### src/design/cbc_pkg.sv
package cbc_pkg;

  // Bus widths
  localparam int ADDR_W = 16;
  localparam int DATA_W = 8;

  // Vector locations, low byte then high byte
  localparam logic [15:0] VEC_NMI_LO = 16'hFFFA;
  localparam logic [15:0] VEC_NMI_HI = 16'hFFFB;
  localparam logic [15:0] VEC_RST_LO = 16'hFFFC;
  localparam logic [15:0] VEC_RST_HI = 16'hFFFD;
  localparam logic [15:0] VEC_IRQ_LO = 16'hFFFE;
  localparam logic [15:0] VEC_IRQ_HI = 16'hFFFF;

  // Stack page and status bit positions
  localparam logic [7:0] STACK_PAGE = 8'h01;
  localparam int IFLAG_BIT = 2;
  localparam int VFLAG_BIT = 6;

  // Processor cycles of initialisation after reset release
  localparam logic [2:0] INIT_CYCLES = 3'h6;

  // Sequencer states, one-hot
  typedef enum logic [7:0] {
    ST_RST_HOLD = 8'h01,
    ST_RST_INIT = 8'h02,
    ST_RUN = 8'h04,
    ST_PUSH_H = 8'h08,
    ST_PUSH_L = 8'h10,
    ST_PUSH_P = 8'h20,
    ST_VEC_LO = 8'h40,
    ST_VEC_HI = 8'h80
  } cbc_state_t;

  // Bus cycle requested by the core
  typedef struct packed {
    logic [15:0] addr;
    logic [7:0] wdata;
    logic write;
    logic opfetch;
    logic last;
  } cbc_req_t;

  // Core context saved by an interrupt
  typedef struct packed {
    logic [15:0] pc;
    logic [7:0] sp;
    logic [7:0] status;
  } cbc_ctx_t;

  // External bus pins
  typedef struct packed {
    logic [15:0] addr;
    logic [7:0] wdata;
    logic rw_n;
    logic data_oe_n;
    logic sync;
  } cbc_bus_t;

  // Whole state of the control block
  typedef struct packed {
    cbc_state_t st;
    logic phase;
    cbc_req_t cyc;
    cbc_bus_t bus;
    logic [7:0] rd_data;
    logic rd_valid;
    logic take;
    logic halted;
    logic [2:0] init_cnt;
    logic res_prev;
    logic nmi_prev;
    logic nmi_pend;
    logic so_prev;
    logic iflag;
    logic vflag;
    logic vec_nmi;
    logic vec_rst;
    logic [7:0] vec_lo;
    logic [15:0] pc_save;
    logic [7:0] sp;
    logic [7:0] psave;
    logic pc_load;
    logic [15:0] pc_value;
  } cbc_regs_t;

endpackage

### src/design/cbc_ctrl.sv
`timescale 1ns/1ps
`default_nettype none

// What this block does
// - Data drivers enabled only for the clock after an edge that saw drive-enable high.
// - Read cycles keep data drivers off whatever drive-enable says.
// - Ready low in phase one of a non-write cycle halts, address held.
// - Ready low in a write cycle is ignored until the next read.
// - Maskable request served after the instruction only if mask clear.
// - Interrupt pushes PC and status, then sets the mask flag.
// - Maskable vector is FFFE low, FFFF high.
// - No interrupt is recognised while ready is low.
// - Falling NMI edge runs the same sequence, ignoring the mask.
// - Non-maskable vector is FFFA low, FFFB high.
// - Interrupts sampled in phase two, sequence starts on next phase one.
// - Falling set-overflow edge, sampled end of phase one, sets overflow.
// - Opcode-fetch marker high for the whole of each opcode fetch cycle.
// - Ready low in the marker cycle freezes the processor until high.
// - No write transfers while the reset input is low.
// - Reset sequence starts at once on reset input rising edge.
// - After six cycles set mask flag, load PC from FFFC and FFFD.
// - Data bus is eight bits wide and bidirectional.
module cbc_ctrl (
  input wire logic sys_clk,
  input wire logic rst_n,
  input wire logic reset_input_n,
  input wire logic ready,
  input wire logic irq_n,
  input wire logic nmi_n,
  input wire logic set_overflow_n,
  input wire logic data_drive_enable,
  input wire logic [cbc_pkg::DATA_W-1:0] data_in,
  input wire cbc_pkg::cbc_req_t core_req,
  input wire cbc_pkg::cbc_ctx_t core_ctx,
  input wire logic core_iflag_wr,
  input wire logic core_iflag_val,
  input wire logic core_vflag_wr,
  input wire logic core_vflag_val,
  output cbc_pkg::cbc_bus_t bus,
  output logic [cbc_pkg::DATA_W-1:0] rd_data,
  output logic rd_valid,
  output logic core_take,
  output logic core_halted,
  output logic phase_two,
  output logic pc_load,
  output logic [cbc_pkg::ADDR_W-1:0] pc_value,
  output logic [7:0] sp_value,
  output logic iflag,
  output logic vflag
);
  import cbc_pkg::*;

  cbc_regs_t r_ff;
  cbc_regs_t nxt_r;
  logic rst_meta_ff;
  logic rst_sync_ff;
  logic nmi_edge;
  logic so_edge;
  logic int_go;

  // Reset release through two flops
  always_ff @(posedge sys_clk or negedge rst_n) begin
    if (!rst_n) begin
      rst_meta_ff <= 1'b0;
      rst_sync_ff <= 1'b0;
    end else begin
      rst_meta_ff <= 1'b1;
      rst_sync_ff <= rst_meta_ff;
    end
  end

  // Next-state logic
  always_comb begin
    nxt_r = r_ff;
    nxt_r.take = 1'b0;
    nxt_r.rd_valid = 1'b0;
    nxt_r.pc_load = 1'b0;
    nxt_r.res_prev = reset_input_n;
    nmi_edge = 1'b0;
    so_edge = 1'b0;
    int_go = 1'b0;

    // Set-overflow sampled at the end of phase one
    if (!r_ff.phase) begin
      nxt_r.so_prev = set_overflow_n;
      so_edge = r_ff.so_prev && !set_overflow_n;
    end
    // Interrupt inputs sampled at the end of phase two
    if (r_ff.phase) begin
      nxt_r.nmi_prev = nmi_n;
      nmi_edge = r_ff.nmi_prev && !nmi_n;
    end

    // Core flag writes; hardware set wins over core clear
    if (core_vflag_wr) begin
      nxt_r.vflag = core_vflag_val;
    end
    if (so_edge) begin
      nxt_r.vflag = 1'b1;
    end
    if (core_iflag_wr) begin
      nxt_r.iflag = core_iflag_val;
    end

    if (!r_ff.phase) begin
      // End of phase one: halt on ready low unless writing
      if (!ready && r_ff.bus.rw_n) begin
        nxt_r.halted = 1'b1;
      end else begin
        nxt_r.halted = 1'b0;
        nxt_r.phase = 1'b1;
      end
    end else begin
      // End of phase two: cycle completes
      nxt_r.phase = 1'b0;
      if (r_ff.bus.rw_n) begin
        nxt_r.rd_data = data_in;
        nxt_r.rd_valid = (r_ff.st == ST_RUN);
      end
      case (r_ff.st)
        ST_RST_HOLD: begin
          nxt_r.st = ST_RST_HOLD;
        end
        ST_RST_INIT: begin
          nxt_r.sp = 8'(r_ff.sp - 8'h01);
          if (r_ff.init_cnt == 3'(INIT_CYCLES - 3'h1)) begin
            nxt_r.iflag = 1'b1;
            nxt_r.vec_rst = 1'b1;
            nxt_r.vec_nmi = 1'b0;
            nxt_r.st = ST_VEC_LO;
          end else begin
            nxt_r.init_cnt = 3'(r_ff.init_cnt + 3'h1);
          end
        end
        ST_RUN: begin
          // Decide on interrupt entry at instruction end
          int_go = r_ff.cyc.last && ready &&
            (r_ff.nmi_pend || nmi_edge ||
            (!irq_n && !r_ff.iflag));
          if (int_go) begin
            nxt_r.vec_nmi = r_ff.nmi_pend || nmi_edge;
            nxt_r.vec_rst = 1'b0;
            nxt_r.pc_save = core_ctx.pc;
            nxt_r.sp = core_ctx.sp;
            nxt_r.psave = core_ctx.status;
            nxt_r.psave[IFLAG_BIT] = r_ff.iflag;
            nxt_r.psave[VFLAG_BIT] = r_ff.vflag;
            nxt_r.st = ST_PUSH_H;
          end else begin
            nxt_r.cyc = core_req;
            nxt_r.take = 1'b1;
          end
        end
        ST_PUSH_H: begin
          nxt_r.sp = 8'(r_ff.sp - 8'h01);
          nxt_r.st = ST_PUSH_L;
        end
        ST_PUSH_L: begin
          nxt_r.sp = 8'(r_ff.sp - 8'h01);
          nxt_r.st = ST_PUSH_P;
        end
        ST_PUSH_P: begin
          nxt_r.sp = 8'(r_ff.sp - 8'h01);
          nxt_r.iflag = 1'b1;
          nxt_r.st = ST_VEC_LO;
        end
        ST_VEC_LO: begin
          nxt_r.vec_lo = data_in;
          nxt_r.st = ST_VEC_HI;
        end
        ST_VEC_HI: begin
          nxt_r.pc_load = 1'b1;
          nxt_r.pc_value = {data_in, r_ff.vec_lo};
          nxt_r.vec_rst = 1'b0;
          nxt_r.cyc = core_req;
          nxt_r.take = 1'b1;
          nxt_r.st = ST_RUN;
        end
        default: begin
          nxt_r.st = ST_RST_HOLD;
        end
      endcase
    end

    // NMI edge latch; a new edge wins over the clear
    if (int_go && nxt_r.vec_nmi) begin
      nxt_r.nmi_pend = 1'b0;
    end
    if (nmi_edge && !(int_go && !r_ff.nmi_pend)) begin
      nxt_r.nmi_pend = 1'b1;
    end

    // Reset input overrides sequencer state, phase, halt and take
    if (!reset_input_n) begin
      nxt_r.st = ST_RST_HOLD;
      nxt_r.phase = 1'b0;
      nxt_r.halted = 1'b0;
      nxt_r.take = 1'b0;
    end else if (!r_ff.res_prev) begin
      nxt_r.st = ST_RST_INIT;
      nxt_r.init_cnt = 3'h0;
      nxt_r.phase = 1'b0;
      nxt_r.halted = 1'b0;
      nxt_r.sp = core_ctx.sp;
    end

    // Drive the bus for the cycle in progress
    nxt_r.bus.sync = 1'b0;
    nxt_r.bus.rw_n = 1'b1;
    nxt_r.bus.wdata = 8'h00;
    nxt_r.bus.addr = {STACK_PAGE, nxt_r.sp};
    case (nxt_r.st)
      ST_RUN: begin
        nxt_r.bus.addr = nxt_r.cyc.addr;
        nxt_r.bus.rw_n = !nxt_r.cyc.write;
        nxt_r.bus.wdata = nxt_r.cyc.wdata;
        nxt_r.bus.sync = nxt_r.cyc.opfetch;
      end
      ST_PUSH_H: begin
        nxt_r.bus.rw_n = 1'b0;
        nxt_r.bus.wdata = nxt_r.pc_save[15:8];
      end
      ST_PUSH_L: begin
        nxt_r.bus.rw_n = 1'b0;
        nxt_r.bus.wdata = nxt_r.pc_save[7:0];
      end
      ST_PUSH_P: begin
        nxt_r.bus.rw_n = 1'b0;
        nxt_r.bus.wdata = nxt_r.psave;
      end
      ST_VEC_LO: begin
        nxt_r.bus.addr = nxt_r.vec_rst ? VEC_RST_LO :
          (nxt_r.vec_nmi ? VEC_NMI_LO : VEC_IRQ_LO);
      end
      ST_VEC_HI: begin
        nxt_r.bus.addr = nxt_r.vec_rst ? VEC_RST_HI :
          (nxt_r.vec_nmi ? VEC_NMI_HI : VEC_IRQ_HI);
      end
      default: begin
        nxt_r.bus.rw_n = 1'b1;
      end
    endcase
    // Drivers on only for writes with drive-enable high
    nxt_r.bus.data_oe_n = !(!nxt_r.bus.rw_n && data_drive_enable);
  end

  // State register
  always_ff @(posedge sys_clk or negedge rst_sync_ff) begin
    if (!rst_sync_ff) begin
      r_ff <= '{st: ST_RST_HOLD, bus: '{addr: 16'h0000, wdata: 8'h00,
        rw_n: 1'b1, data_oe_n: 1'b1, sync: 1'b0},
        res_prev: 1'b0, nmi_prev: 1'b1, so_prev: 1'b1, iflag: 1'b1,
        default: '0};
    end else begin
      r_ff <= nxt_r;
    end
  end

  // Outputs straight from the state register
  assign bus = r_ff.bus;
  assign rd_data = r_ff.rd_data;
  assign rd_valid = r_ff.rd_valid;
  assign core_take = r_ff.take;
  assign core_halted = r_ff.halted;
  assign phase_two = r_ff.phase;
  assign pc_load = r_ff.pc_load;
  assign pc_value = r_ff.pc_value;
  assign sp_value = r_ff.sp;
  assign iflag = r_ff.iflag;
  assign vflag = r_ff.vflag;
endmodule

`default_nettype wire

### config.mk
export PLATFORM = sky130hd
export DESIGN_NAME = cbc_ctrl
export DESIGN_NICKNAME = d
export VERILOG_FILES = /design/src/design/cbc_pkg.sv /design/src/design/cbc_ctrl.sv
export SDC_FILE = /design/constraint.sdc
export NUM_CORES = 1
export LEC_CHECK = 0
export BUFFER_PORTS_ARGS = -buffer_cell sky130_fd_sc_hd__buf_2
export CORE_MARGIN = 1.5
export CORE_UTILIZATION = 41
export DETAILED_ROUTE_END_ITERATION = 16
export PLACE_DENSITY = 0.65
export RECOVER_POWER = 100
export SYNTH_ARGS = -nofsm -noshare
export SYNTH_HDL_FRONTEND = slang
export SYNTH_SLANG_ARGS = --single-unit
export TNS_END_PERCENT = 5
### constraint.sdc
create_clock -name sys_clk -period 8.4 [get_ports sys_clk]
set_input_delay 1.26 -clock sys_clk [delete_from_list [all_inputs] [get_ports sys_clk]]
set_output_delay 1.26 -clock sys_clk [all_outputs]
set_load 0.01 [all_outputs]
==> reports/metrics.csv <==
metric;value;unit
status;finished with violations;
failing checks;max-capacitance violations, max-slew violations;
Die H;132;µm
Post-Syn Instances;641;
drt pass-1 iters;5;
startpoint types;register;
Global Route Usage Sum;0.191;
max-capacitance violation count;4;
final clock skew;0.00541;ns
Synth async-reset ratio;1.00;
ys flop type;dfrtp_1;
I/O pins;145;
worst-skew pair later-pin latency;0.42;ns
Inserted Clock Buffers;17;
initial core utilization;0.423;
Final HPWL DP;11200;µm
CTS tree;done;
PwrDens;217;nW/µm²
Slew Limit Headroom;-0.619;
critical setup path kind;reg2reg;
Leak;3.60;nW
hold_ws;0.357;ns
CTS Buffer Depth;2;
antenna cells;0;
clk root buf;clkbuf_16;
first-pass GRT wire length;26400;µm
YS warnings;0;
worst path arrival time;6.02;ns
area of the multi-input gates;2510;µm²
total length of routed wires;16200;µm
Final ANT Viol Nets;0;
row count;46;
Fill cells;1516;
Mapped Area;6790;µm²
Via Count;4992;
Post-synth EDFFs;0;
Initial DRC Count;215;
setup TNS;0;ns
vias in the first global route;5249;
Yosys reg bits;144;
DRC;0;
Crit Path Max Fanout;37;
endpoints failing setup;0;
critical path data required time;8.74;ns
gr ovfl total;0;
Worst VDD drop;136;µV
ratio of final minimum period to clock period;0.676;
fin util;0.483;
Sink Count;144;
post-cts repair resize count;0;
area growth from synthesis to layout;14.1;%
sequential area share after synthesis;0.531;
RSZ-0062 raised after global routing;no;
initial antenna violation count;0;
layout cell share with drive strength beyond 1;0.204;
Slew Viols, Final;149;
critical path capture point type;register;
Core Region;16100;µm²
post-layout net count;801;
post-layout min period;5.68;ns
Placer Congestion;0.872;
Clock Pin Slew Worst Setup and Hold Paths;0.06;ns
I/O Buffers;142;
Syn Nets;723;
Avg Inst Size Synth;10.6;µm²
worst-margin pin slew;2.43;ns
Max Fclk;176;MHz
Avg Vias per Cell;5.27;
Final Hold Vio Count;0;
post-cts hold buffer count;0;
post-synth cell types;64;
largest net degree at the start of global routing;87;
Hold Crit Class;reg2reg;
Horiz. Die Dim;132;µm
wire length per cell;17.1;µm
Setup Buffers After CTS;0;
Reg area;3610;µm²
DIE AREA;17400;µm²
CTS HTree Levels;4;
## flip-flops by register name, summed over array words and instances (netlist names)
name / cells
pc_value: 16
vflag: 1
rd_data: 8
iflag: 1
pc_load: 1
core_halted: 1
phase_two: 1
sp_value: 8
bus: 27
rd_valid: 1
core_take: 1
rst_sync_ff: 1
r_ff: 76
rst_meta_ff: 1
## Yosys cell counts (all sizes together), types with 2 or more instances
library cell	n	area, µm²
nand4	5	31.3
nand2	100	383
o311ai	3	26.3
o21ai	22	110
or3	5	31.3
a21oi	9	45.0
a21bo	2	20.0
ha	3	37.5
a22o	2	17.5
a311o	2	20.0
or4	4	30.0
buf	67	485
a31oi	8	50.1
o211ai	3	22.5
nand3	14	70.1
a211o	2	17.5
dfstp	6	158
o31ai	4	30.0
inv	23	86.3
o32ai	2	17.5
and2	6	37.5
o32a	2	32.5
a211oi	3	22.5
clkbuf	21	78.8
a32oi	8	70.1
o221ai	7	61.3
o22ai	2	18.8
o2111ai	4	52.6
nor2	36	135
nand2b	5	31.3
and4b	2	20.0
nor4	5	31.3
nor3	13	65.1
nor2b	9	56.3
xnor2	4	35.0
mux2i	19	190
and3	6	37.5
dfrtp	138	3450
or2	3	18.8
mux2	48	541
## power breakdown
part           total (W)  internal [W]  switching, W
Combinational   0.000134     0.0000577     0.0000768
Clock           0.000795      0.000496      0.000299
Sequential      0.000755      0.000729     0.0000269
## metrics by stage
stage / setup WS [ns] / area [µm²] / total power (W) / cells
global placement: 4.21 / 7270 / 0.000904 / 916
CTS: 4.30 / 7890 / 0.00171 / 948
global route: 2.23 / 7750 / 0.00175 / 948
detailed placement: 4.18 / 7270 / 0.000910 / 916
finish: 2.72 / 7750 / 0.00169 / 948
floorplan: 4.10 / 6790 / 0.000872 / 641
## metal layers
layer	GRT usage	vias up	wire, µm
met2	0.318	184	7740
li1	-	2336	-
met3	0.0513	25	969
met1	0.240	2447	7200
met4	0.0667	0	284
met5	0	-	0
## area by class of cell
| cell class | instances | share of cell area |
|---|---|---|
| inverter | 23 | 0.0111 |
| sequential | 144 | 0.466 |
| multi-input combinational | 386 | 0.324 |
| tap | 216 | 0.0349 |
| clock buffer | 18 | 0.0554 |
| timing repair buffer | 147 | 0.0836 |
| clock inverter | 14 | 0.0247 |
## cell usage in the layout, fill, tap and decap left out, drive strengths merged, types with 6 or more instances in the layout
cell | Yosys | routed
a21oi | 9 | 9
a31oi | 8 | 8
a32oi | 8 | 8
and2 | 6 | 6
and3 | 6 | 6
buf | 67 | 75
clkbuf | 21 | 90
clkinv | 0 | 6
dfrtp | 138 | 138
dfstp | 6 | 6
inv | 23 | 23
mux2 | 48 | 48
mux2i | 19 | 19
nand2 | 100 | 100
nand3 | 14 | 14
nor2 | 36 | 36
nor2b | 9 | 9
nor3 | 13 | 13
o21ai | 22 | 22
o221ai | 7 | 7
## cell families after synthesis
family | after synthesis | synth area share
DFF | 144 | 0.531
AOI/OAI and AO/OA | 92 | 0.102
and+or+nand+nor | 219 | 0.152
buffers and inverters | 111 | 0.0958
adders and majority gates | 3 | 0.00553
muxes | 67 | 0.108
other | 1 | 0.000552
xor gates and xnor gates | 4 | 0.00516
## critical path, cell delays in order (launching register included)
cell and delay, ns:
dfrtp_1 0.32, clkbuf_1 1.21, inv_1 0.77, nor3_1 0.40
and3_1 0.71, o311ai_0 0.35, nor3_1 0.99, clkbuf_1 0.55
nor2_1 0.11, o21ai_0 0.17
## worst paths after layout
check                            startpoint  cells after the start  slack (ns)           to
worst max-delay path              phase_two                      9        2.72      bus[17]
worst max register to register    phase_two                      9        2.72      bus[17]
worst min register to register  rst_meta_ff                      0        0.36  rst_sync_ff
worst min-delay path            rst_meta_ff                      0        0.36  rst_sync_ff
max in group asynchronous       rst_sync_ff                      1        5.29       bus[7]
min in group asynchronous             rst_n                      1        0.61  rst_meta_ff
Power figures use the tool's default switching activity.
